[config.mk]
export PLATFORM = sky130hd
export DESIGN_NAME = sensor_control_port_standby
export DESIGN_NICKNAME = d
export VERILOG_FILES = /design/src/rtl/sensor_ctl_pkg.sv /design/src/rtl/sensor_control_port_standby.sv
export VERILOG_INCLUDE_DIRS = /design/src /design/src/rtl
export SDC_FILE = /design/constraint.sdc
export NUM_CORES = 1
export LEC_CHECK = 0
export ABC_AREA = 1
export BUFFER_PORTS_ARGS = -buffer_cell sky130_fd_sc_hd__buf_2
export CORE_ASPECT_RATIO = 1.5
export CORE_MARGIN = 5
export CORE_UTILIZATION = 62
export DETAILED_ROUTE_END_ITERATION = 8
export PLACE_DENSITY = 0.83
export SYNTH_ARGS = -nofsm -noshare
export SYNTH_HDL_FRONTEND = slang
export SYNTH_SLANG_ARGS = --single-unit
[constraint.sdc]
create_clock -name sys_clk_i -period 7.2 [get_ports sys_clk_i]
set_clock_uncertainty 0.1 [all_clocks]
set_input_delay 1.44 -clock sys_clk_i [delete_from_list [all_inputs] [get_ports sys_clk_i]]
set_output_delay 1.44 -clock sys_clk_i [all_outputs]
set_load 0.02 [all_outputs]
[src/rtl/sensor_ctl_params.svh]
`ifndef SENSOR_CTL_PARAMS_SVH
`define SENSOR_CTL_PARAMS_SVH

// Register sub-addresses.
`define ADDR_STREAM_MODE        16'h0100
`define ADDR_MAIN_INPUT_DIV     16'h0300
`define ADDR_MAIN_MULT_HIGH     16'h0301
`define ADDR_MAIN_MULT_LOW      16'h0302
`define ADDR_MAIN_M_DIV         16'h0303
`define ADDR_MAIN_SERIAL_DIV    16'h0304
`define ADDR_MAIN_SP_DIV        16'h0305
`define ADDR_MAIN_S_DIV         16'h0306
`define ADDR_MAIN_BYPASS        16'h0308
`define ADDR_MAIN_CHARGE_PUMP   16'h0309
`define ADDR_MAIN_PREDIV_ZERO   16'h030A
`define ADDR_AUX_INPUT_DIV      16'h030B
`define ADDR_AUX_MULT_HIGH      16'h030C
`define ADDR_AUX_MULT_LOW       16'h030D
`define ADDR_AUX_SYS_DIV        16'h030E
`define ADDR_AUX_SYS_PREDIV     16'h030F
`define ADDR_AUX_CHARGE_PUMP    16'h0310
`define ADDR_AUX_PREDIV_ZERO    16'h0311
`define ADDR_AUX_BYP_DAC_DIV    16'h0312
`define ADDR_AUX_MEM_DIV        16'h0313
`define ADDR_MAIN_SYNTH_RESET   16'h031B
`define ADDR_AUX_SYNTH_RESET    16'h031C
`define ADDR_SELECTABLE_ID      16'h3035
`define ADDR_COMMON_ID          16'h3036
`define ADDR_SPARE_ID           16'h3037

// Reset values.
`define RST_STREAM_MODE         8'h00
`define RST_MAIN_MULT_LOW       8'h3C
`define RST_MAIN_SERIAL_DIV     8'h07
`define RST_ONE                 8'h01
`define RST_AUX_MULT_LOW        8'h28
`define RST_AUX_SYS_DIV         8'h02
`define RST_THREE               8'h03
`define RST_ZERO                8'h00
`define RST_SELECTABLE_ID       8'h6C
`define RST_COMMON_ID           8'h42
`define RST_SPARE_ID            8'h00

// Field positions.
`define STREAM_BIT              0
`define SYNTH_RESET_BIT         0

// Timing.
`define CLK_PERIOD_NS           40
`define SYNTH_LOCK_NS           200000
`define FIRST_FRAME_FIXED_NS    10000000
`define SYNTH_LOCK_CYC          (`SYNTH_LOCK_NS / `CLK_PERIOD_NS)
`define FIRST_FRAME_FIXED_CYC   (`FIRST_FRAME_FIXED_NS / `CLK_PERIOD_NS)
`define LINE_CYC_DEFAULT        100
`define REG_COUNT               25

`endif

[src/rtl/sensor_ctl_pkg.sv]
package sensor_ctl_pkg;

  typedef enum logic [4:0] {
    BUS_IDLE   = 5'b00001,
    BUS_RX     = 5'b00010,
    BUS_RX_ACK = 5'b00100,
    BUS_TX     = 5'b01000,
    BUS_TX_ACK = 5'b10000
  } bus_state_t;

  typedef enum logic [5:0] {
    PWR_SLEEP  = 6'b000001,
    PWR_LOCK   = 6'b000010,
    PWR_FIXED  = 6'b000100,
    PWR_EXPO   = 6'b001000,
    PWR_STREAM = 6'b010000,
    PWR_DRAIN  = 6'b100000
  } pwr_state_t;

  typedef struct packed {
    logic standby;
    logic streaming;
    logic synth_enable;
    logic synth_locked;
    logic frame_start;
  } pwr_status_t;

endpackage

[src/rtl/sensor_control_port_standby.sv]
`include "sensor_ctl_params.svh"

// Behaviour
// - Sub-address pointer advances by one after every byte read or written.
// - Device answers to the common ID held in a writable register, reset 0x42.
// - Select pin low uses selectable ID register (0x6C); high uses common ID.
// - All three ID registers are rewritable; new selectable and common ID values govern later matching, the spare ID never.
// - Message is 7-bit target address, 16-bit sub-address, then 8-bit data.
// - Address byte carries direction in its lowest bit, 0x6C write, 0x6D read.
// - Random read: sub-address write, repeated start, read address, device drives data.
// - A read without sub-address write returns data at the last used pointer.
// - Host acknowledge of a read byte continues with the next sub-address.
// - Writes: address, sub-address, data bytes acknowledged; data goes to rising addresses.
// - Clearing stream bit enters software standby keeping all register contents.
// - After power-on reset the device sits in software standby, bus usable.
// - Shutdown pin low is hardware standby: defaults restored, bus ignored.
// - Whole-chip reset while shutdown is low or core supply is not stable.
// - First frame start within 0.2 ms lock plus 10 ms fixed plus exposure lines after streaming.
// - Each clock synthesizer reaches lock within 0.2 ms of being enabled; here one shared count locks both, running only while neither is held in reset.
// - Standby during a frame waits for frame end; otherwise it is immediate.
module sensor_control_port_standby #(
  parameter int unsigned LOCK_CYC  = `SYNTH_LOCK_CYC,
  parameter int unsigned FIXED_CYC = `FIRST_FRAME_FIXED_CYC,
  parameter int unsigned LINE_CYC  = `LINE_CYC_DEFAULT
) (
  input  wire logic                      sys_clk_i,
  input  wire logic                      rst_n_i,
  input  wire logic                      shutdown_pin_n_i,
  input  wire logic                      core_supply_good_i,
  input  wire logic                      bus_id_select_pin_i,
  input  wire logic                      scl_i,
  input  wire logic                      sda_i,
  output logic                           sda_o,
  output logic                           sda_oe_n_o,
  input  wire logic                      frame_active_i,
  input  wire logic [15:0]               exposure_lines_i,
  output sensor_ctl_pkg::pwr_status_t    status_o,
  output logic [167:0]                   synth_cfg_o
);

  localparam int NREG = `REG_COUNT;
  localparam int I_MODE = 0;
  localparam int I_MAIN_RST = 20;
  localparam int I_AUX_RST = 21;
  localparam int I_SEL_ID = 22;
  localparam int I_COM_ID = 23;

  localparam logic [15:0] OFFS [NREG] = '{
    `ADDR_STREAM_MODE, `ADDR_MAIN_INPUT_DIV, `ADDR_MAIN_MULT_HIGH, `ADDR_MAIN_MULT_LOW,
    `ADDR_MAIN_M_DIV, `ADDR_MAIN_SERIAL_DIV, `ADDR_MAIN_SP_DIV, `ADDR_MAIN_S_DIV,
    `ADDR_MAIN_BYPASS, `ADDR_MAIN_CHARGE_PUMP, `ADDR_MAIN_PREDIV_ZERO,
    `ADDR_AUX_INPUT_DIV, `ADDR_AUX_MULT_HIGH, `ADDR_AUX_MULT_LOW, `ADDR_AUX_SYS_DIV,
    `ADDR_AUX_SYS_PREDIV, `ADDR_AUX_CHARGE_PUMP, `ADDR_AUX_PREDIV_ZERO,
    `ADDR_AUX_BYP_DAC_DIV, `ADDR_AUX_MEM_DIV, `ADDR_MAIN_SYNTH_RESET,
    `ADDR_AUX_SYNTH_RESET, `ADDR_SELECTABLE_ID, `ADDR_COMMON_ID, `ADDR_SPARE_ID
  };

  localparam logic [7:0] RSTV [NREG] = '{
    `RST_STREAM_MODE, `RST_ZERO, `RST_ZERO, `RST_MAIN_MULT_LOW,
    `RST_ZERO, `RST_MAIN_SERIAL_DIV, `RST_ONE, `RST_ONE,
    `RST_ZERO, `RST_ONE, `RST_ZERO,
    `RST_ZERO, `RST_ZERO, `RST_AUX_MULT_LOW, `RST_AUX_SYS_DIV,
    `RST_THREE, `RST_ONE, `RST_ZERO,
    `RST_THREE, `RST_ZERO, `RST_ZERO,
    `RST_ZERO, `RST_SELECTABLE_ID, `RST_COMMON_ID, `RST_SPARE_ID
  };

  // Pin synchronisers; stage 0 is read only by stage 1.
  logic [2:0]  scl_q_r;
  logic [2:0]  sda_q_r;
  logic [1:0]  shut_q_r;
  logic [1:0]  supply_q_r;
  logic [1:0]  sel_q_r;

  always_ff @(posedge sys_clk_i or negedge rst_n_i) begin
    if (!rst_n_i) begin
      scl_q_r    <= 3'h7;
      sda_q_r    <= 3'h7;
      shut_q_r   <= 2'h0;
      supply_q_r <= 2'h0;
      sel_q_r    <= 2'h0;
    end else begin
      scl_q_r    <= {scl_q_r[1:0], scl_i};
      sda_q_r    <= {sda_q_r[1:0], sda_i};
      shut_q_r   <= {shut_q_r[0], shutdown_pin_n_i};
      supply_q_r <= {supply_q_r[0], core_supply_good_i};
      sel_q_r    <= {sel_q_r[0], bus_id_select_pin_i};
    end
  end

  logic chip_rst;
  logic scl_rise;
  logic scl_fall;
  logic bus_start;
  logic bus_stop;

  assign chip_rst  = !shut_q_r[1] || !supply_q_r[1];
  assign scl_rise  = scl_q_r[1] && !scl_q_r[2];
  assign scl_fall  = !scl_q_r[1] && scl_q_r[2];
  assign bus_start = scl_q_r[1] && scl_q_r[2] && !sda_q_r[1] && sda_q_r[2];
  assign bus_stop  = scl_q_r[1] && scl_q_r[2] && sda_q_r[1] && !sda_q_r[2];

  // Register file.
  logic [7:0]  regs_r [NREG];
  logic        wr_en_r;
  logic [15:0] wr_addr_r;
  logic [7:0]  wr_data_r;

  genvar gi;
  generate
    for (gi = 0; gi < NREG; gi++) begin : g_reg
      always_ff @(posedge sys_clk_i or negedge rst_n_i) begin
        if (!rst_n_i) begin
          regs_r[gi] <= RSTV[gi];
        end else if (chip_rst) begin
          regs_r[gi] <= RSTV[gi];
        end else if (wr_en_r && wr_addr_r == OFFS[gi]) begin
          regs_r[gi] <= wr_data_r;
        end
      end
    end
  endgenerate

  logic [15:0] ptr_r;
  logic [7:0]  rd_data;

  // Unmapped sub-addresses read as zero and swallow writes.
  always_comb begin
    rd_data = 8'h00;
    for (int i = 0; i < NREG; i++) begin
      if (ptr_r == OFFS[i]) begin
        rd_data = regs_r[i];
      end
    end
  end

  logic [7:0] active_id;
  logic [7:0] shift_r;
  logic       addr_match;

  // Only the upper seven bits identify the target; bit 0 is the direction.
  assign active_id  = sel_q_r[1] ? regs_r[I_COM_ID] : regs_r[I_SEL_ID];
  assign addr_match = (shift_r[7:1] == regs_r[I_COM_ID][7:1]) ||
                      (shift_r[7:1] == active_id[7:1]);

  // Serial target.
  sensor_ctl_pkg::bus_state_t bst_r;
  logic [3:0] bit_r;
  logic [1:0] phase_r;
  logic       rd_mode_r;
  logic       more_r;
  logic       sda_oe_n_r;

  always_ff @(posedge sys_clk_i or negedge rst_n_i) begin
    if (!rst_n_i) begin
      bst_r      <= sensor_ctl_pkg::BUS_IDLE;
      bit_r      <= 4'h0;
      phase_r    <= 2'h0;
      rd_mode_r  <= 1'b0;
      more_r     <= 1'b0;
      shift_r    <= 8'h00;
      ptr_r      <= 16'h0000;
      sda_oe_n_r <= 1'b1;
      wr_en_r    <= 1'b0;
      wr_addr_r  <= 16'h0000;
      wr_data_r  <= 8'h00;
    end else if (chip_rst) begin
      bst_r      <= sensor_ctl_pkg::BUS_IDLE;
      bit_r      <= 4'h0;
      phase_r    <= 2'h0;
      ptr_r      <= 16'h0000;
      sda_oe_n_r <= 1'b1;
      wr_en_r    <= 1'b0;
    end else begin
      wr_en_r <= 1'b0;
      if (bus_start) begin
        // A repeated start keeps the pointer, so current-location reads work.
        bst_r      <= sensor_ctl_pkg::BUS_RX;
        bit_r      <= 4'h0;
        phase_r    <= 2'h0;
        sda_oe_n_r <= 1'b1;
      end else if (bus_stop) begin
        bst_r      <= sensor_ctl_pkg::BUS_IDLE;
        sda_oe_n_r <= 1'b1;
      end else begin
        case (bst_r)
          sensor_ctl_pkg::BUS_RX: begin
            if (scl_rise) begin
              shift_r <= {shift_r[6:0], sda_q_r[1]};
              bit_r   <= bit_r + 4'h1;
            end else if (scl_fall && bit_r == 4'h8) begin
              bit_r <= 4'h0;
              case (phase_r)
                2'h0: begin
                  if (addr_match) begin
                    rd_mode_r  <= shift_r[0];
                    phase_r    <= 2'h1;
                    sda_oe_n_r <= 1'b0;
                    bst_r      <= sensor_ctl_pkg::BUS_RX_ACK;
                  end else begin
                    bst_r <= sensor_ctl_pkg::BUS_IDLE;
                  end
                end
                2'h1: begin
                  ptr_r[15:8] <= shift_r;
                  phase_r     <= 2'h2;
                  sda_oe_n_r  <= 1'b0;
                  bst_r       <= sensor_ctl_pkg::BUS_RX_ACK;
                end
                2'h2: begin
                  ptr_r[7:0] <= shift_r;
                  phase_r    <= 2'h3;
                  sda_oe_n_r <= 1'b0;
                  bst_r      <= sensor_ctl_pkg::BUS_RX_ACK;
                end
                default: begin
                  wr_en_r    <= 1'b1;
                  wr_addr_r  <= ptr_r;
                  wr_data_r  <= shift_r;
                  ptr_r      <= ptr_r + 16'h0001;
                  sda_oe_n_r <= 1'b0;
                  bst_r      <= sensor_ctl_pkg::BUS_RX_ACK;
                end
              endcase
            end
          end
          sensor_ctl_pkg::BUS_RX_ACK: begin
            if (scl_fall) begin
              if (rd_mode_r && phase_r == 2'h1) begin
                sda_oe_n_r <= rd_data[7];
                shift_r    <= {rd_data[6:0], 1'b0};
                ptr_r      <= ptr_r + 16'h0001;
                bit_r      <= 4'h1;
                bst_r      <= sensor_ctl_pkg::BUS_TX;
              end else begin
                sda_oe_n_r <= 1'b1;
                bst_r      <= sensor_ctl_pkg::BUS_RX;
              end
            end
          end
          sensor_ctl_pkg::BUS_TX: begin
            if (scl_fall) begin
              if (bit_r == 4'h8) begin
                sda_oe_n_r <= 1'b1;
                bst_r      <= sensor_ctl_pkg::BUS_TX_ACK;
              end else begin
                sda_oe_n_r <= shift_r[7];
                shift_r    <= {shift_r[6:0], 1'b0};
                bit_r      <= bit_r + 4'h1;
              end
            end
          end
          sensor_ctl_pkg::BUS_TX_ACK: begin
            if (scl_rise) begin
              more_r <= !sda_q_r[1];
            end else if (scl_fall) begin
              if (more_r) begin
                sda_oe_n_r <= rd_data[7];
                shift_r    <= {rd_data[6:0], 1'b0};
                ptr_r      <= ptr_r + 16'h0001;
                bit_r      <= 4'h1;
                bst_r      <= sensor_ctl_pkg::BUS_TX;
              end else begin
                // Negative acknowledge: stay off the line until the stop.
                bst_r <= sensor_ctl_pkg::BUS_IDLE;
              end
            end
          end
          default: begin
            bst_r <= bst_r;
          end
        endcase
      end
    end
  end

  // The pad is open drain, so the driven level is always low.
  always_ff @(posedge sys_clk_i or negedge rst_n_i) begin
    if (!rst_n_i) begin
      sda_o      <= 1'b0;
      sda_oe_n_o <= 1'b1;
    end else begin
      sda_o      <= 1'b0;
      sda_oe_n_o <= sda_oe_n_r;
    end
  end

  // Power sequencing.
  sensor_ctl_pkg::pwr_state_t pst_r;
  logic [23:0] cnt_r;
  logic [15:0] lines_r;
  logic        stream_bit;
  logic        synth_hold;
  logic        first_frame_r;

  assign stream_bit = regs_r[I_MODE][`STREAM_BIT];
  assign synth_hold = regs_r[I_MAIN_RST][`SYNTH_RESET_BIT] ||
                      regs_r[I_AUX_RST][`SYNTH_RESET_BIT];

  always_ff @(posedge sys_clk_i or negedge rst_n_i) begin
    if (!rst_n_i) begin
      pst_r         <= sensor_ctl_pkg::PWR_SLEEP;
      cnt_r         <= 24'h000000;
      lines_r       <= 16'h0000;
      first_frame_r <= 1'b0;
    end else if (chip_rst) begin
      pst_r         <= sensor_ctl_pkg::PWR_SLEEP;
      first_frame_r <= 1'b0;
    end else begin
      first_frame_r <= 1'b0;
      case (pst_r)
        sensor_ctl_pkg::PWR_SLEEP: begin
          cnt_r <= 24'h000000;
          if (stream_bit) begin
            pst_r <= sensor_ctl_pkg::PWR_LOCK;
          end
        end
        sensor_ctl_pkg::PWR_LOCK: begin
          if (!stream_bit) begin
            pst_r <= sensor_ctl_pkg::PWR_SLEEP;
          end else if (synth_hold) begin
            cnt_r <= 24'h000000;
          end else if (cnt_r == 24'(LOCK_CYC - 1)) begin
            cnt_r <= 24'h000000;
            pst_r <= sensor_ctl_pkg::PWR_FIXED;
          end else begin
            cnt_r <= cnt_r + 24'h000001;
          end
        end
        sensor_ctl_pkg::PWR_FIXED: begin
          if (!stream_bit) begin
            pst_r <= sensor_ctl_pkg::PWR_SLEEP;
          end else if (cnt_r == 24'(FIXED_CYC - 1)) begin
            cnt_r   <= 24'h000000;
            lines_r <= 16'h0000;
            pst_r   <= sensor_ctl_pkg::PWR_EXPO;
          end else begin
            cnt_r <= cnt_r + 24'h000001;
          end
        end
        sensor_ctl_pkg::PWR_EXPO: begin
          if (!stream_bit) begin
            pst_r <= sensor_ctl_pkg::PWR_SLEEP;
          end else if (lines_r >= exposure_lines_i) begin
            first_frame_r <= 1'b1;
            pst_r         <= sensor_ctl_pkg::PWR_STREAM;
          end else if (cnt_r == 24'(LINE_CYC - 1)) begin
            cnt_r   <= 24'h000000;
            lines_r <= lines_r + 16'h0001;
          end else begin
            cnt_r <= cnt_r + 24'h000001;
          end
        end
        sensor_ctl_pkg::PWR_STREAM: begin
          if (!stream_bit) begin
            pst_r <= frame_active_i ? sensor_ctl_pkg::PWR_DRAIN
                                    : sensor_ctl_pkg::PWR_SLEEP;
          end
        end
        sensor_ctl_pkg::PWR_DRAIN: begin
          if (!frame_active_i) begin
            pst_r <= sensor_ctl_pkg::PWR_SLEEP;
          end
        end
        default: begin
          pst_r <= sensor_ctl_pkg::PWR_SLEEP;
        end
      endcase
    end
  end

  // Status flags are registered so the outputs come straight from flops.
  always_ff @(posedge sys_clk_i or negedge rst_n_i) begin
    if (!rst_n_i) begin
      status_o <= '{standby: 1'b1, default: 1'b0};
    end else begin
      status_o.standby      <= (pst_r == sensor_ctl_pkg::PWR_SLEEP);
      status_o.streaming    <= (pst_r == sensor_ctl_pkg::PWR_STREAM) ||
                               (pst_r == sensor_ctl_pkg::PWR_DRAIN);
      status_o.synth_enable <= (pst_r != sensor_ctl_pkg::PWR_SLEEP);
      status_o.synth_locked <= (pst_r != sensor_ctl_pkg::PWR_SLEEP) &&
                               (pst_r != sensor_ctl_pkg::PWR_LOCK);
      status_o.frame_start  <= first_frame_r;
    end
  end

  generate
    for (gi = 1; gi <= 21; gi++) begin : g_cfg
      assign synth_cfg_o[8*gi-1 -: 8] = regs_r[gi];
    end
  endgenerate

endmodule

Yosys cells after proc, flatten, opt, wreduce, memory -nomap -nowiden:

Cells that the tools add are included.

* word-level logic and storage cells: 468
* register bits after elaboration: 328

* eq/ne operators: 122
* order comparisons: 1
* bitwise logic cells: 5
* muxes and demuxes: 188
* reductions and logical operators: 96
* add/sub/neg operators: 4

Operators with widths (count)
* == test 16 x 10 -> 1 bit, second input constant: 42
* 2-to-1 mux 8 bit: 84
* 2-to-1 mux 16 bit: 15
* 2-to-1 mux 24 bit: 8
* == test 16 x 14 -> 1 bit, second input constant: 6
* case mux 24 bit (4 select lines): 1
* 2-to-1 mux 6 bit: 12
* 2-to-1 mux 4 bit: 14
* 2-to-1 mux 5 bit: 11
* nonzero test 2 bit: 26
* inequality test 4 bit, second input constant: 12
* case mux 16 bit (3 select lines): 1
* inequality test 5 bit, second input constant: 9
* inequality test 3 bit, second input constant: 13
* case mux 6 bit (6 select lines): 1
* logical AND 1 bit: 35
* adder 16 x 1 -> 16 bit, second input constant: 2
* == test 16 x 9 -> 1 bit, second input constant: 2
* inequality test 2 bit, second input constant: 16
* case mux 16 bit (2 select lines): 1
* case mux 8 bit (2 select lines): 2
* case mux 8 bit (4 select lines): 1
* 2-to-1 mux 1 bit: 25
* adder 24 x 1 -> 24 bit, second input constant: 1
* 48 further kinds: 76

Logic depth before layout (Yosys ltp):

Gate-level depths: netlist of the first run.

* depth after elaboration: 33
* mapped depth: 41
* mapped depth without buffers: 41

Worst setup path before layout of the first run:

OpenSTA, ideal clock, no wires.

* path type: input port to flip-flop
* from: input exposure_lines_i[0]
* to: register cnt_r[22]
* setup slack: 2.961 ns
* buffers on the path: 0
* stages: 29
* arrival: 4.022 ns
* cells stage by stage: ha_1 inv_1 nand2_1 a21oi_1 o21ai_1 nand3_1 nand2_1 nand3_1 a21boi_1 o21a_1 or2_1 nand4_2 nand2_2 nand2_4 nand3_4 nor3_4 inv_2 nor2_4 nand2_2 nor2_4 nand3_2 nor2_2 nand2_2 nor2_4 nand3_2 nor2_1 nand2_1 nor2_1 nor2_1

* cells in the longest elaborated chain, start to end: 3

Ends and longest elaborated chain
* start, declared: RTL line sensor_control_port_standby.sv:36 `input wire logic [15:0] exposure_lines_i,`
* >= comparator 16 bit: RTL line sensor_control_port_standby.sv:344 `end else if (lines_r >= exposure_lines_i) begin`
* inequality test 2 bit (no source line)
* AND reduction 6 bit (no source line)
* end signal, assigned: RTL line sensor_control_port_standby.sv:327 `cnt_r <= cnt_r + 24'h000001;`
* end signal, assigned: RTL line sensor_control_port_standby.sv:338 `cnt_r <= cnt_r + 24'h000001;`
* end signal, assigned: RTL line sensor_control_port_standby.sv:351 `cnt_r <= cnt_r + 24'h000001;`
* end, declared: RTL line sensor_control_port_standby.sv:290 `logic [23:0] cnt_r;`

Every way passes these cells.
A chain may end at the register's enable or synchronous reset.

Final worst setup path of the first run:

* from: register ptr_r[1]
* to: register shift_r[4]

* cells in the longest elaborated chain, start to end: 30
* elaborated cells between the ends (all ways): 56

Ends and longest elaborated chain
* start, declared: RTL line sensor_control_port_standby.sv:124 `logic [15:0] ptr_r;`
* start signal, assigned: RTL line sensor_control_port_standby.sv:211 `ptr_r[7:0] <= shift_r;`
* start signal, assigned: RTL line sensor_control_port_standby.sv:220 `ptr_r <= ptr_r + 16'h0001;`
* start signal, assigned: RTL line sensor_control_port_standby.sv:232 `ptr_r <= ptr_r + 16'h0001;`
* == test 16 x 9 -> 1 bit: RTL line sensor_control_port_standby.sv:131 `if (ptr_r == OFFS[i]) begin`
* 2-to-1 mux 8 bit (24 in series): RTL line sensor_control_port_standby.sv:131
* 2-to-1 mux 8 bit *: RTL line sensor_control_port_standby.sv:131
* 2-to-1 mux 8 bit: RTL line sensor_control_port_standby.sv:257 `if (more_r) begin`
* 2-to-1 mux 8 bit: RTL line sensor_control_port_standby.sv:256 `end else if (scl_fall) begin`
* 2-to-1 mux 8 bit: RTL line sensor_control_port_standby.sv:254 `if (scl_rise) begin`
* case mux 8 bit (4 select lines) *: RTL line sensor_control_port_standby.sv:186 `case (bst_r)`
* end signal, assigned: RTL line sensor_control_port_standby.sv:189 `shift_r <= {shift_r[6:0], sda_q_r[1]};`
* end signal, assigned: RTL line sensor_control_port_standby.sv:248 `shift_r <= {shift_r[6:0], 1'b0};`
* end signal, assigned: RTL line sensor_control_port_standby.sv:259 `shift_r <= {rd_data[6:0], 1'b0};`
* end, declared: RTL line sensor_control_port_standby.sv:138 `logic [7:0] shift_r;`

Mark *: on every way between the ends. The rest lies on a longest branch, timed or not. The select of a mux whose other input is x is not followed.

==> out/results.tsv, run 1 <==
metric	value	unit
cts_buffer_depth	3	
clk_pin_slew_worst_paths	0.07	ns
io_pins	199	
via_count	16590	
slowest_stage	nand4_1	
cp.arrival	4.65	ns
grtUsageTotal	32.43	%
cts_sinks	328	
drive_gt1_share	14.60	%
cts_tree	done	
finalCritPeriodShare	59.50	%
vdd_ir_drop_max	210.4	uV
slew_viol_final	0	
cp-start-kind	flip-flop	
finalSetupViolCount	0	
grt_pass1_vias	16400	
crit_fanout	13	
final-hold-violation-count	0	
leakage	10.05	nW
numCtsBuffers	31	
grt_max_degree	175	
critPathMostFrequentCell	nand2_1	
gp_congestion	1.006	
placed_area	0.01878	mm^2
crit_type	reg2reg	
fmax	0.2334	GHz
post_cts_buffers	0	
synth_cells	2463	
avgSynthCellArea	7.597	um^2
critPathCaptureType	flip-flop	
die_y	222.8	um
p_total	3.956	mW
nets	2520	
cts_hold_buffers	0	
grt_pass1_wl	88240	um
htree_levels	1	
port-buffer-count	197	
start_util	62.25	%
viasPerCell	5.733	
clk_latency	0.59	ns
nFillCells	2621	
area_growth	5.885	%
dp.cells	2835	
hpwl	42390	um
relSlewSlack	16.11	%
min_path_type	reg2reg	
critical-path-max-stage-delay	0.56	ns
first_pass_iters	6	
dieArea	0.03383	mm^2
max_slew.worst_pin.slew	1.258	ns
dr.first_iter.drc_count	1381	
synth-seq-area-share	44.10	%
routed_wl	56400	um
finalSetupTns	0	ns
yosys_warnings	0	
antenna_found_initial	0	
fp.dieW	151.8	um
synthDistinctLibCells	63	
ys_ff_latch	328	
layoutNonFillerInstCount	2893	
design_area	0.01981	mm^2
rsz0062_at_grt	no	
fin_util	65.91	%
syn_area	0.01871	mm^2
core	0.03006	mm^2
powerDensity	199.7	mW/mm^2
rows	78	
outcome	completed	
clock-root-buffer	clkbuf_16	
drc_errors	0	
crit_required	7.57	ns
ctsResizeCount	0	
routedWlPerCell	19.50	um
finalCriticalPeriod	4.284	ns
ant_nets	0	
synthesis.nets	2515	
gr-total-overflow	0	
diodes	0	
maxCapViolCount	0	
==> worst max-delay path, delay by kind of cell (launching register included) <==
family / cells / cell delay (ns)
fa+ha+maj: 1 / 0.45
buf+inv: 1 / 0.16
simple gates: 22 / 2.31
compound gates: 5 / 0.73
flops: 1 / 0.41
==> final cells by class <==
class                           count  area (um^2)  area share, %
Multi-Input combinational cell   1566         7676          38.74
Sequential cell                   328         8252          41.65
Tap cell                          400        500.5          2.526
Timing Repair Buffer              210         1106          5.583
Clock buffer                       46        942.2          4.755
Clock inverter                     12        93.84         0.4736
Inverter                          331         1242          6.271
==> placed cells by master, fill, tap and decap left out, types with 14 or more instances in the layout <==
cell type	n
dfrtp_1	293
o21ai_0	328
ha_1	28
o22ai_1	27
nor4_1	16
clkbuf_16	31
nand4_1	33
inv_1	314
nand2_1	597
xor2_1	14
nand3_1	93
nor3_1	37
a21oi_1	92
buf_2	196
nor2_1	165
o21ai_1	16
dfstp_2	35
==> worst paths after layout <==
| kind | from | end | slack (ns) | cells past startpoint |
|---|---|---|---|---|
| worst min-delay path | first_frame_r$_DFF_PN0_ | status_o[0]$_DFF_PN0_ | 0.25 | 0 |
| min in group asynchronous | rst_n_i | synth_cfg_o[71]$_DFFE_PN0P_ | 0.74 | 1 |
| max in group asynchronous | rst_n_i | lines_r[11]$_DFFE_PN0P_ | 4.78 | 2 |
| worst min register to register | first_frame_r$_DFF_PN0_ | status_o[0]$_DFF_PN0_ | 0.25 | 0 |
| worst max register to register | ptr_r[1]$_DFFE_PN0P_ | shift_r[4]$_DFFE_PN0P_ | 2.92 | 29 |
| worst max-delay path | ptr_r[1]$_DFFE_PN0P_ | shift_r[4]$_DFFE_PN0P_ | 2.92 | 29 |
==> per-layer routing <==
layer  vias to the layer above  routed length (um)  GRT usage, %
li1                       7812                   -             -
met1                      7824               19900         35.69
met2                       740               29340         59.28
met3                       211                3316         3.917
met4                         0                3841         19.82
met5                         -                   0             0
==> flip-flops by register name, indices dropped and copies added (netlist names), 2 cells and up <==
register / count
bst_r: 5
lines_r: 16
bit_r: 4
status_o: 5
cnt_r: 24
scl_q_r: 3
shut_q_r: 2
ptr_r: 16
pst_r: 6
shift_r: 8
synth_cfg_o: 168
sel_q_r: 2
sda_q_r: 3
regs_r: 32
wr_addr_r: 16
phase_r: 2
supply_q_r: 2
wr_data_r: 8
==> cells in the mapped netlist (all sizes together) <==
cell / count / area, um^2
a211o: 1 / 8.760
buf: 178 / 1316
clkinv: 4 / 15.01
a211oi: 2 / 15.01
nand4: 34 / 219.0
nand2: 607 / 2313
nor3: 43 / 257.8
or4: 1 / 7.510
nand3b: 3 / 22.52
o22ai: 27 / 168.9
o2111ai: 1 / 8.760
nor2: 181 / 772.0
a22oi: 2 / 15.01
and3: 1 / 6.260
o221ai: 1 / 8.760
o21bai: 1 / 7.510
a21oi: 93 / 469.2
o31ai: 4 / 30.03
o21ai: 344 / 1722
inv: 327 / 1227
o211ai: 7 / 52.55
nor4b: 1 / 8.760
nor3b: 4 / 30.03
o41ai: 6 / 52.55
nor4: 20 / 167.7
a31oi: 7 / 43.79
nand3: 97 / 520.5
ha: 28 / 350.3
or2: 11 / 68.82
and2: 2 / 12.51
xnor2: 6 / 52.55
o221a: 1 / 11.26
a32oi: 2 / 17.52
a21boi: 2 / 15.01
a41oi: 2 / 17.52
mux2: 1 / 11.26
dfstp: 35 / 919.6
a21o: 1 / 7.510
conb: 1 / 3.750
mux2i: 2 / 20.02
clkbuf: 60 / 225.2
dfrtp: 293 / 7332
xor2: 14 / 122.6
o21a: 5 / 37.54
==> stage by stage <==
step | hold slack (ns) | setup WS (ns)
3_5_place_dp | 0.2362 | 2.474
5_1_grt | 0.2591 | 2.593
6_report | 0.2512 | 2.916
2_1_floorplan | 0.2312 | 2.961
3_3_place_gp | 0.2347 | 2.554
4_1_cts | 0.2525 | 3.024
==> cells by family after synthesis <==
logic type / after synthesis / synth area share (%)
and+or+nand+nor: 1005 / 23.55
buffers and inverters: 569 / 14.88
AOI/OAI and AO/OA: 509 / 14.48
DFF: 328 / 44.10
adders and majority gates: 28 / 1.872
xor gates and xnor gates: 20 / 0.9362
muxes: 3 / 0.1672
other: 1 / 0.02004
==> power breakdown <==
group          leakage, nW  total [mW]  internal (mW)  switching, mW
Clock                0.516        1.67          0.938          0.732
Combinational         5.14       0.323         0.0907          0.232
Sequential            4.39        1.96           1.90         0.0663
Total                 10.0        3.96           2.93           1.03
Power figures use the tool's default switching activity.
==> run 2, diff against run 1 <==
--- a/config.mk
+++ b/config.mk
@@ -6,13 +6,13 @@
 export SDC_FILE = /design/constraint.sdc
 export NUM_CORES = 1
 export LEC_CHECK = 0
-export ABC_AREA = 1
+export ABC_AREA = 0
 export BUFFER_PORTS_ARGS = -buffer_cell sky130_fd_sc_hd__buf_2
 export CORE_ASPECT_RATIO = 1.5
 export CORE_MARGIN = 5
-export CORE_UTILIZATION = 62
+export CORE_UTILIZATION = 55
 export DETAILED_ROUTE_END_ITERATION = 8
-export PLACE_DENSITY = 0.83
+export PLACE_DENSITY = 0.78
 export SYNTH_ARGS = -nofsm -noshare
 export SYNTH_HDL_FRONTEND = slang
 export SYNTH_SLANG_ARGS = --single-unit
==> constraint.sdc (replaced) <==
create_clock -name sys_clk_i -period 3.9 [get_ports sys_clk_i]
set_clock_uncertainty 0.1 [all_clocks]
set_input_delay 0.78 -clock sys_clk_i [delete_from_list [all_inputs] [get_ports sys_clk_i]]
set_output_delay 0.78 -clock sys_clk_i [all_outputs]
set_load 0.02 [all_outputs]
==> out/results.tsv, run 2 <==
metric	value	unit	change
outcome	completed		
largest_register_ffs	168		unchanged
rows	85		+9.0%
via_count	17480		+5.4%
crit_required	4.25	ns	-3.32 ns
synth_ff_type	dfrtp_1		
crit_type	reg2reg		
yosys_warnings	0		unchanged
gp_congestion	1.034		+2.7%
ant_nets	0		unchanged
powerDensity	333.5	mW/mm^2	+67%
first_pass_iters	7		+1
ctsResizeCount	0		unchanged
nets	2224		-12%
die_y	243.1	um	+9.1%
grt_max_degree	109		-38%
reg2reg_depth	12		-59%
synth_top_area_share	36.81	%	-2.4 points
fp.dieW	165.4	um	+8.9%
yosysMostFrequentCell	dfrtp_1		
max_slew.worst_pin.slew	1.230	ns	-0.02821 ns
port-buffer-count	197		unchanged
most-common-layout-cells	293 x dfrtp_1, 261 x nor2_1, 197 x mux2i_1, 196 x buf_2, 151 x nand2_1		
clk_latency	0.54	ns	-0.05 ns
switching_share	23.51	%	-2.5 points
diodes	0		unchanged
cts_buffer_depth	3		unchanged
routedWlPerCell	26.42	um	+36%
synth_cells	2133		-13%
finalSetupViolCount	0		unchanged
fin_ws	0.1498	ns	-2.766 ns
cp-start-kind	flip-flop		
finalCritPeriodShare	96.16	%	+37 points
io_pins	199		unchanged
area_growth	9.071	%	
synthDistinctLibCells	96		+52%
relSlewSlack	17.99	%	+1.9 points
placed_area	0.02059	mm^2	+9.6%
leakage	9.625	nW	-4.2%
fmax	0.2667	GHz	+14%
p_total	7.244	mW	+83%
grt_pass1_wl	107000	um	+21%
drive_gt1_share	22.35	%	+7.7 points
grtUsageTotal	34.83	%	+2.4 points
syn_area	0.01992	mm^2	+6.4%
fin_util	60.61	%	-5.3 points
gr-total-overflow	0		unchanged
intPower	5.541	mW	+89%
synthTopCellsByArea	dfrtp_1 37%, mux2i_1 9.9%, buf_4 6.5%		
critPathMostFrequentCell	buf_4		
finalSetupTns	0	ns	unchanged
maxCapViolCount	0		unchanged
numCtsBuffers	34		+9.7%
cp.arrival	4.10	ns	-0.55 ns
finalCriticalPeriod	3.750	ns	-0.5341 ns
design_area	0.02172	mm^2	+9.6%
critPathCaptureType	flip-flop		
comb_power_share	5.2	%	-3.0 points
start_util	55.57	%	-6.7 points
synth_common_cells	293 x dfrtp_1, 261 x nor2_1, 197 x mux2i_1, 173 x buf_4, 152 x nand2_1		
rsz0062_at_grt	no		
vdd_ir_drop_max	397.0	uV	+89%
antenna_found_initial	0		unchanged
dieArea	0.04020	mm^2	+19%
yosys.area.top_type	dfrtp_1		
slew_viol_final	0		unchanged
critical-path-max-stage-delay	0.71	ns	+0.15 ns
synth-seq-area-share	41.43	%	-2.7 points
viasPerCell	6.534		+14%
cts_tree	done		
seqPwrFrac	47.6	%	-2.0 points
slowest_stage	a2111oi_0		
core	0.03584	mm^2	+19%
post_cts_buffers	0		unchanged
crit_fanout	7		-6
clock-root-buffer	clkbuf_16		
crit_chain	buf_4 -> nor4b_1 -> buf_4 -> nand4_1 -> buf_4 -> nor2_1 -> a22oi_1 -> a2111oi_0 -> buf_4 -> o21ai_0 -> buf_4 -> a21oi_1		
final-hold-violation-count	0		unchanged
clockPowerShare	47.2	%	+5.0 points
min_path_type	in2async		
synthArstFlopShare	100.0	%	unchanged
synth_edf_count	0		unchanged
ys_ff_latch	328		unchanged
power.switching	1.703	mW	+65%
dr.first_iter.drc_count	1658		+20%
routed_wl	70680	um	+25%
cts_sinks	328		unchanged
final_common_cell	dfrtp_1		
avgSynthCellArea	9.337	um^2	+23%
cts_hold_buffers	0		unchanged
pre_cts_slack	0.2468	ns	-2.227 ns
hpwl	51830	um	+22%
htree_levels	2		+1
drc_errors	0		unchanged
grt_pass1_vias	17710		+8.0%
synthesis.nets	2185		-13%
clk_pin_slew_worst_paths	0.07	ns	about the same
==> run 2: changes by cell type in the layout (fill, tap and decap cells not counted), sizes merged, moves of 28 or more <==
cell	change
mux2	+28
nand3	-37
inv	-282
nand2b	+31
o21ai	-221
mux2i	+195
and3	+29
a21oi	-37
buf	+107
nor2	+86
nand2	-455
==> run 2: cell families after synthesis <==
family,share of synthesized area [%]
and+or+nand+nor,20.69
AOI/OAI and AO/OA,13.46
DFF,41.43
xor gates and xnor gates,0.7476
buffers and inverters,10.36
other,0.01883
muxes,11.54
adders and majority gates,1.759
==> run 2: layout make-up <==
| cell class | instances | area (um^2) |
|---|---|---|
| clock inverters | 9 | 155.1 |
| repair buffers | 317 | 1947 |
| clock buffers | 52 | 979.7 |
| multi-input cells | 1446 | 9623 |
| fillers | 3045 | 14120 |
| flip-flops and latches | 328 | 8252 |
| well taps | 478 | 598.1 |
| inverters | 45 | 168.9 |
==> run 2: critical path: cells and delay by family, from the launching register on <==
kind	cells	cell delay (ns)
AO/OA/AOI/OAI	4	1.09
buffers and inverters	5	1.08
AND/OR/NAND/NOR	3	0.89
flip-flops	1	0.51
==> run 2: path summary, 6_finish.rpt <==
| path | start | to | slack, ns |
|---|---|---|---|
| worst min-delay path | rst_n_i | synth_cfg_o[13]$_DFFE_PN0P_ | 0.19 |
| worst max-delay path | ptr_r[6]$_DFFE_PN0P_ | shift_r[7]$_DFFE_PN0P_ | 0.15 |
| min in group sys_clk_i | supply_q_r[0]$_DFF_PN0_ | supply_q_r[1]$_DFF_PN0_ | 0.25 |
| max in group asynchronous | rst_n_i | status_o[4]$_DFF_PN1_ | 2.53 |
| worst max register to register | ptr_r[6]$_DFFE_PN0P_ | shift_r[7]$_DFFE_PN0P_ | 0.15 |
| worst min register to register | supply_q_r[0]$_DFF_PN0_ | supply_q_r[1]$_DFF_PN0_ | 0.25 |
==> run 2: metrics by stage <==
step,cells,hold WS [ns]
floorplan,2133,0.2312
global placement,2614,0.2357
detailed placement,2614,0.2427
CTS,2675,0.2395
global route,2675,0.2501
finish,2675,0.1943
==> run 2: power groups by stage <==
stage          combinational (mW)  sequential [mW]  clock (mW)
5_1_grt                     0.412             3.45        3.58
3_5_place_dp                0.374             3.51           0
6_report                    0.378             3.45        3.42
2_1_floorplan               0.167             3.51           0
4_1_cts                     0.376             3.45        3.45
3_3_place_gp                0.368             3.51           0
==> run 2: per-layer routing <==
layer	vias to the layer above	share of wire [%]	GRT usage [%]
li1	7598	-	-
met1	8580	34	38.28
met2	947	50	59.66
met3	353	6.2	5.092
met4	0	9.7	26.41
met5	-	0	0
==> run 3, diff against run 2 <==
--- a/config.mk
+++ b/config.mk
@@ -8,11 +8,13 @@
 export LEC_CHECK = 0
 export ABC_AREA = 0
 export BUFFER_PORTS_ARGS = -buffer_cell sky130_fd_sc_hd__buf_2
+export CELL_PAD_IN_SITES_DETAIL_PLACEMENT = 0
+export CELL_PAD_IN_SITES_GLOBAL_PLACEMENT = 1
 export CORE_ASPECT_RATIO = 1.5
 export CORE_MARGIN = 5
-export CORE_UTILIZATION = 55
+export CORE_UTILIZATION = 42
 export DETAILED_ROUTE_END_ITERATION = 8
-export PLACE_DENSITY = 0.78
+export PLACE_DENSITY_LB_ADDON = 0.1
 export SYNTH_ARGS = -nofsm -noshare
 export SYNTH_HDL_FRONTEND = slang
 export SYNTH_SLANG_ARGS = --single-unit
==> out/results.tsv, run 3 (same netlist as run 2, synthesis figures left out) <==
metric	value	unit	change
design_area	0.02170	mm^2	-0.12%
clk_latency	0.55	ns	about the same
area_growth	8.940	%	
fmax	0.2767	GHz	+3.8%
final-hold-violation-count	0		unchanged
cp.arrival	3.95	ns	-0.15 ns
clock-root-buffer	clkbuf_16		
finalCriticalPeriod	3.613	ns	-0.1368 ns
drive_gt1_share	21.67	%	-0.68 points
maxCapViolCount	0		unchanged
relSlewSlack	13.12	%	-4.9 points
reg2reg_depth	10		-2
grt_pass1_wl	113600	um	+6.2%
placed_area	0.02050	mm^2	-0.41%
vdd_ir_drop_max	354.2	uV	-11%
numCtsBuffers	36		+5.9%
grt_pass1_vias	17030		-3.8%
power.switching	1.736	mW	+1.9%
finalCritPeriodShare	92.65	%	-3.5 points
most-common-layout-cells	287 x dfrtp_1, 261 x nor2_1, 197 x mux2i_1, 196 x buf_2, 151 x nand2_1		
fp.dieW	187.8	um	+14%
powerDensity	340.3	mW/mm^2	+2.0%
clk_pin_slew_worst_paths	0.06	ns	about the same
switching_share	23.51	%	about the same
dp.cells	2700		+3.3%
rrSetupSlack	0.29	ns	+0.14 ns
port-buffer-count	197		unchanged
cts_buffer_depth	3		unchanged
core	0.04685	mm^2	+31%
max_slew.worst_pin.slew	1.303	ns	+0.07306 ns
seqPwrFrac	46.7	%	-0.9 points
io_pins	199		unchanged
via_count	16960		-3.0%
cp-start-kind	flip-flop		
comb_power_share	5.0	%	-0.2 points
crit_required	4.24	ns	about the same
nFillCells	4551		+49%
rsz0062_at_grt	no		
dr.first_iter.drc_count	1434		-14%
crit_start	ptr_r[0]$_DFFE_PN0P_		
critPathCaptureType	flip-flop		
crit_fanout	8		+1
cts_tree	done		
routed_wl	75800	um	+7.2%
die_y	276.7	um	+14%
min_path_type	in2async		
cts_hold_buffers	0		unchanged
viasPerCell	6.139		-6.0%
nets	2196		-1.3%
antenna_found_initial	1		+1
finalSetupViolCount	0		unchanged
dieArea	0.05197	mm^2	+29%
finalSetupTns	0	ns	unchanged
intPower	5.647	mW	+1.9%
clockPowerShare	48.3	%	+1.1 points
diodes	0		unchanged
grt_max_degree	95		-13%
routedWlPerCell	27.43	um	+3.8%
gp_congestion	0.9487		-8.2%
drc_errors	0		unchanged
outcome	completed		
layoutNonFillerInstCount	2763		+3.3%
post_cts_buffers	0		unchanged
final_common_cell	dfrtp_1		
timing.rr.start	ptr_r[0]$_DFFE_PN0P_		
ant_nets	0		unchanged
first_pass_iters	5		-2
slew_viol_final	0		unchanged
gr-total-overflow	0		unchanged
endpoint	sda_oe_n_r$_DFFE_PN1P_		
hpwl	55030	um	+6.2%
leakage	9.498	nW	-1.3%
cts_sinks	328		unchanged
rows	97		+14%
largest_register_ffs	168		unchanged
htree_levels	2		unchanged
reg2reg_to	sda_oe_n_r$_DFFE_PN1P_		
grtUsageTotal	28.40	%	-6.4 points
ctsResizeCount	0		unchanged
start_util	42.51	%	-13 points
crit_type	reg2reg		
[run 3: cell types whose count changed in the layout (fill, tap and decap cells not counted)]
cell        previous run  this run
clkbuf_1              13        12
clkinvlp_4             1         0
dfrtp_2                0         6
clkbuf_8               4         6
clkinv_4               1         0
dfrtp_1              293       287
inv_6                  1         0
clkbuf_16             35        37
clkinv_2               2         4
buf_12                 4         3
buf_4                116        87
[run 3: cell type report]
type                            count  area [um^2]  area share [%]
Inverter                           45        168.9          0.7785
Clock buffer                       55         1054           4.856
Clock inverter                      8        140.1          0.6459
Tap cell                          594        743.2           3.425
Sequential cell                   328         8259           38.07
Multi-Input combinational cell   1446         9623           44.35
Timing Repair Buffer              287         1709           7.877
[run 3: power by group through the flow]
stage | sequential [mW] | clock (mW) | combinational, mW
after floorplan | 3.51 | 0 | 0.167
after global placement | 3.51 | 0 | 0.365
after detailed placement | 3.51 | 0 | 0.365
after CTS | 3.45 | 3.64 | 0.367
after global routing | 3.45 | 3.77 | 0.403
final | 3.45 | 3.57 | 0.366
[run 3: critical path, cell delays in order, from the launching register on]
cell and delay (ns):
dfrtp_1 0.43, inv_1 0.11, ha_1 0.44, buf_4 0.28, inv_1 0.26, nor3_1 0.08
o311ai_0 0.67, o2111ai_1 0.31, a31oi_1 0.51, nor4_1 0.10, a221oi_1 0.22
[run 3: through the flow]
step / power, mW / worst slack (ns) / hold WS [ns] / util, %
after global routing: 7.624 / 0.3212 / 0.2328 / 46.31
after detailed placement: 3.875 / 0.2621 / 0.2402 / 43.77
final: 7.383 / 0.2865 / 0.1790 / 46.31
after floorplan: 3.679 / 0.6887 / 0.2312 / -
after global placement: 3.875 / 0.2374 / 0.2437 / 43.77
after CTS: 7.454 / 0.4933 / 0.2170 / 46.31
[run 3: routing by layer]
| metal | up-vias | global-route usage (%) | share of wire (%) |
|---|---|---|---|
| met1 | 8514 | 32.75 | 37 |
| met2 | 671 | 50.50 | 51 |
| met4 | 0 | 15.27 | 6.5 |
| li1 | 7556 | - | - |
| met5 | - | 0 | 0 |
| met3 | 220 | 4.262 | 5.2 |
[run 3: how the worst min path moves through the flow]
stage	from	depth (start not counted)	slack (ns)	endpoint
finish	rst_n_i	1	0.18	lines_r[5]$_DFFE_PN0P_
global route	shutdown_pin_n_i	1	0.23	shut_q_r[0]$_DFF_PN0_
CTS	rst_n_i	1	0.22	lines_r[14]$_DFFE_PN0P_
detailed placement	first_frame_r$_DFF_PN0_	0	0.24	status_o[0]$_DFF_PN0_
global placement	sel_q_r[0]$_DFF_PN0_	0	0.24	sel_q_r[1]$_DFF_PN0_
floorplan	sel_q_r[0]$_DFF_PN0_	0	0.23	sel_q_r[1]$_DFF_PN0_
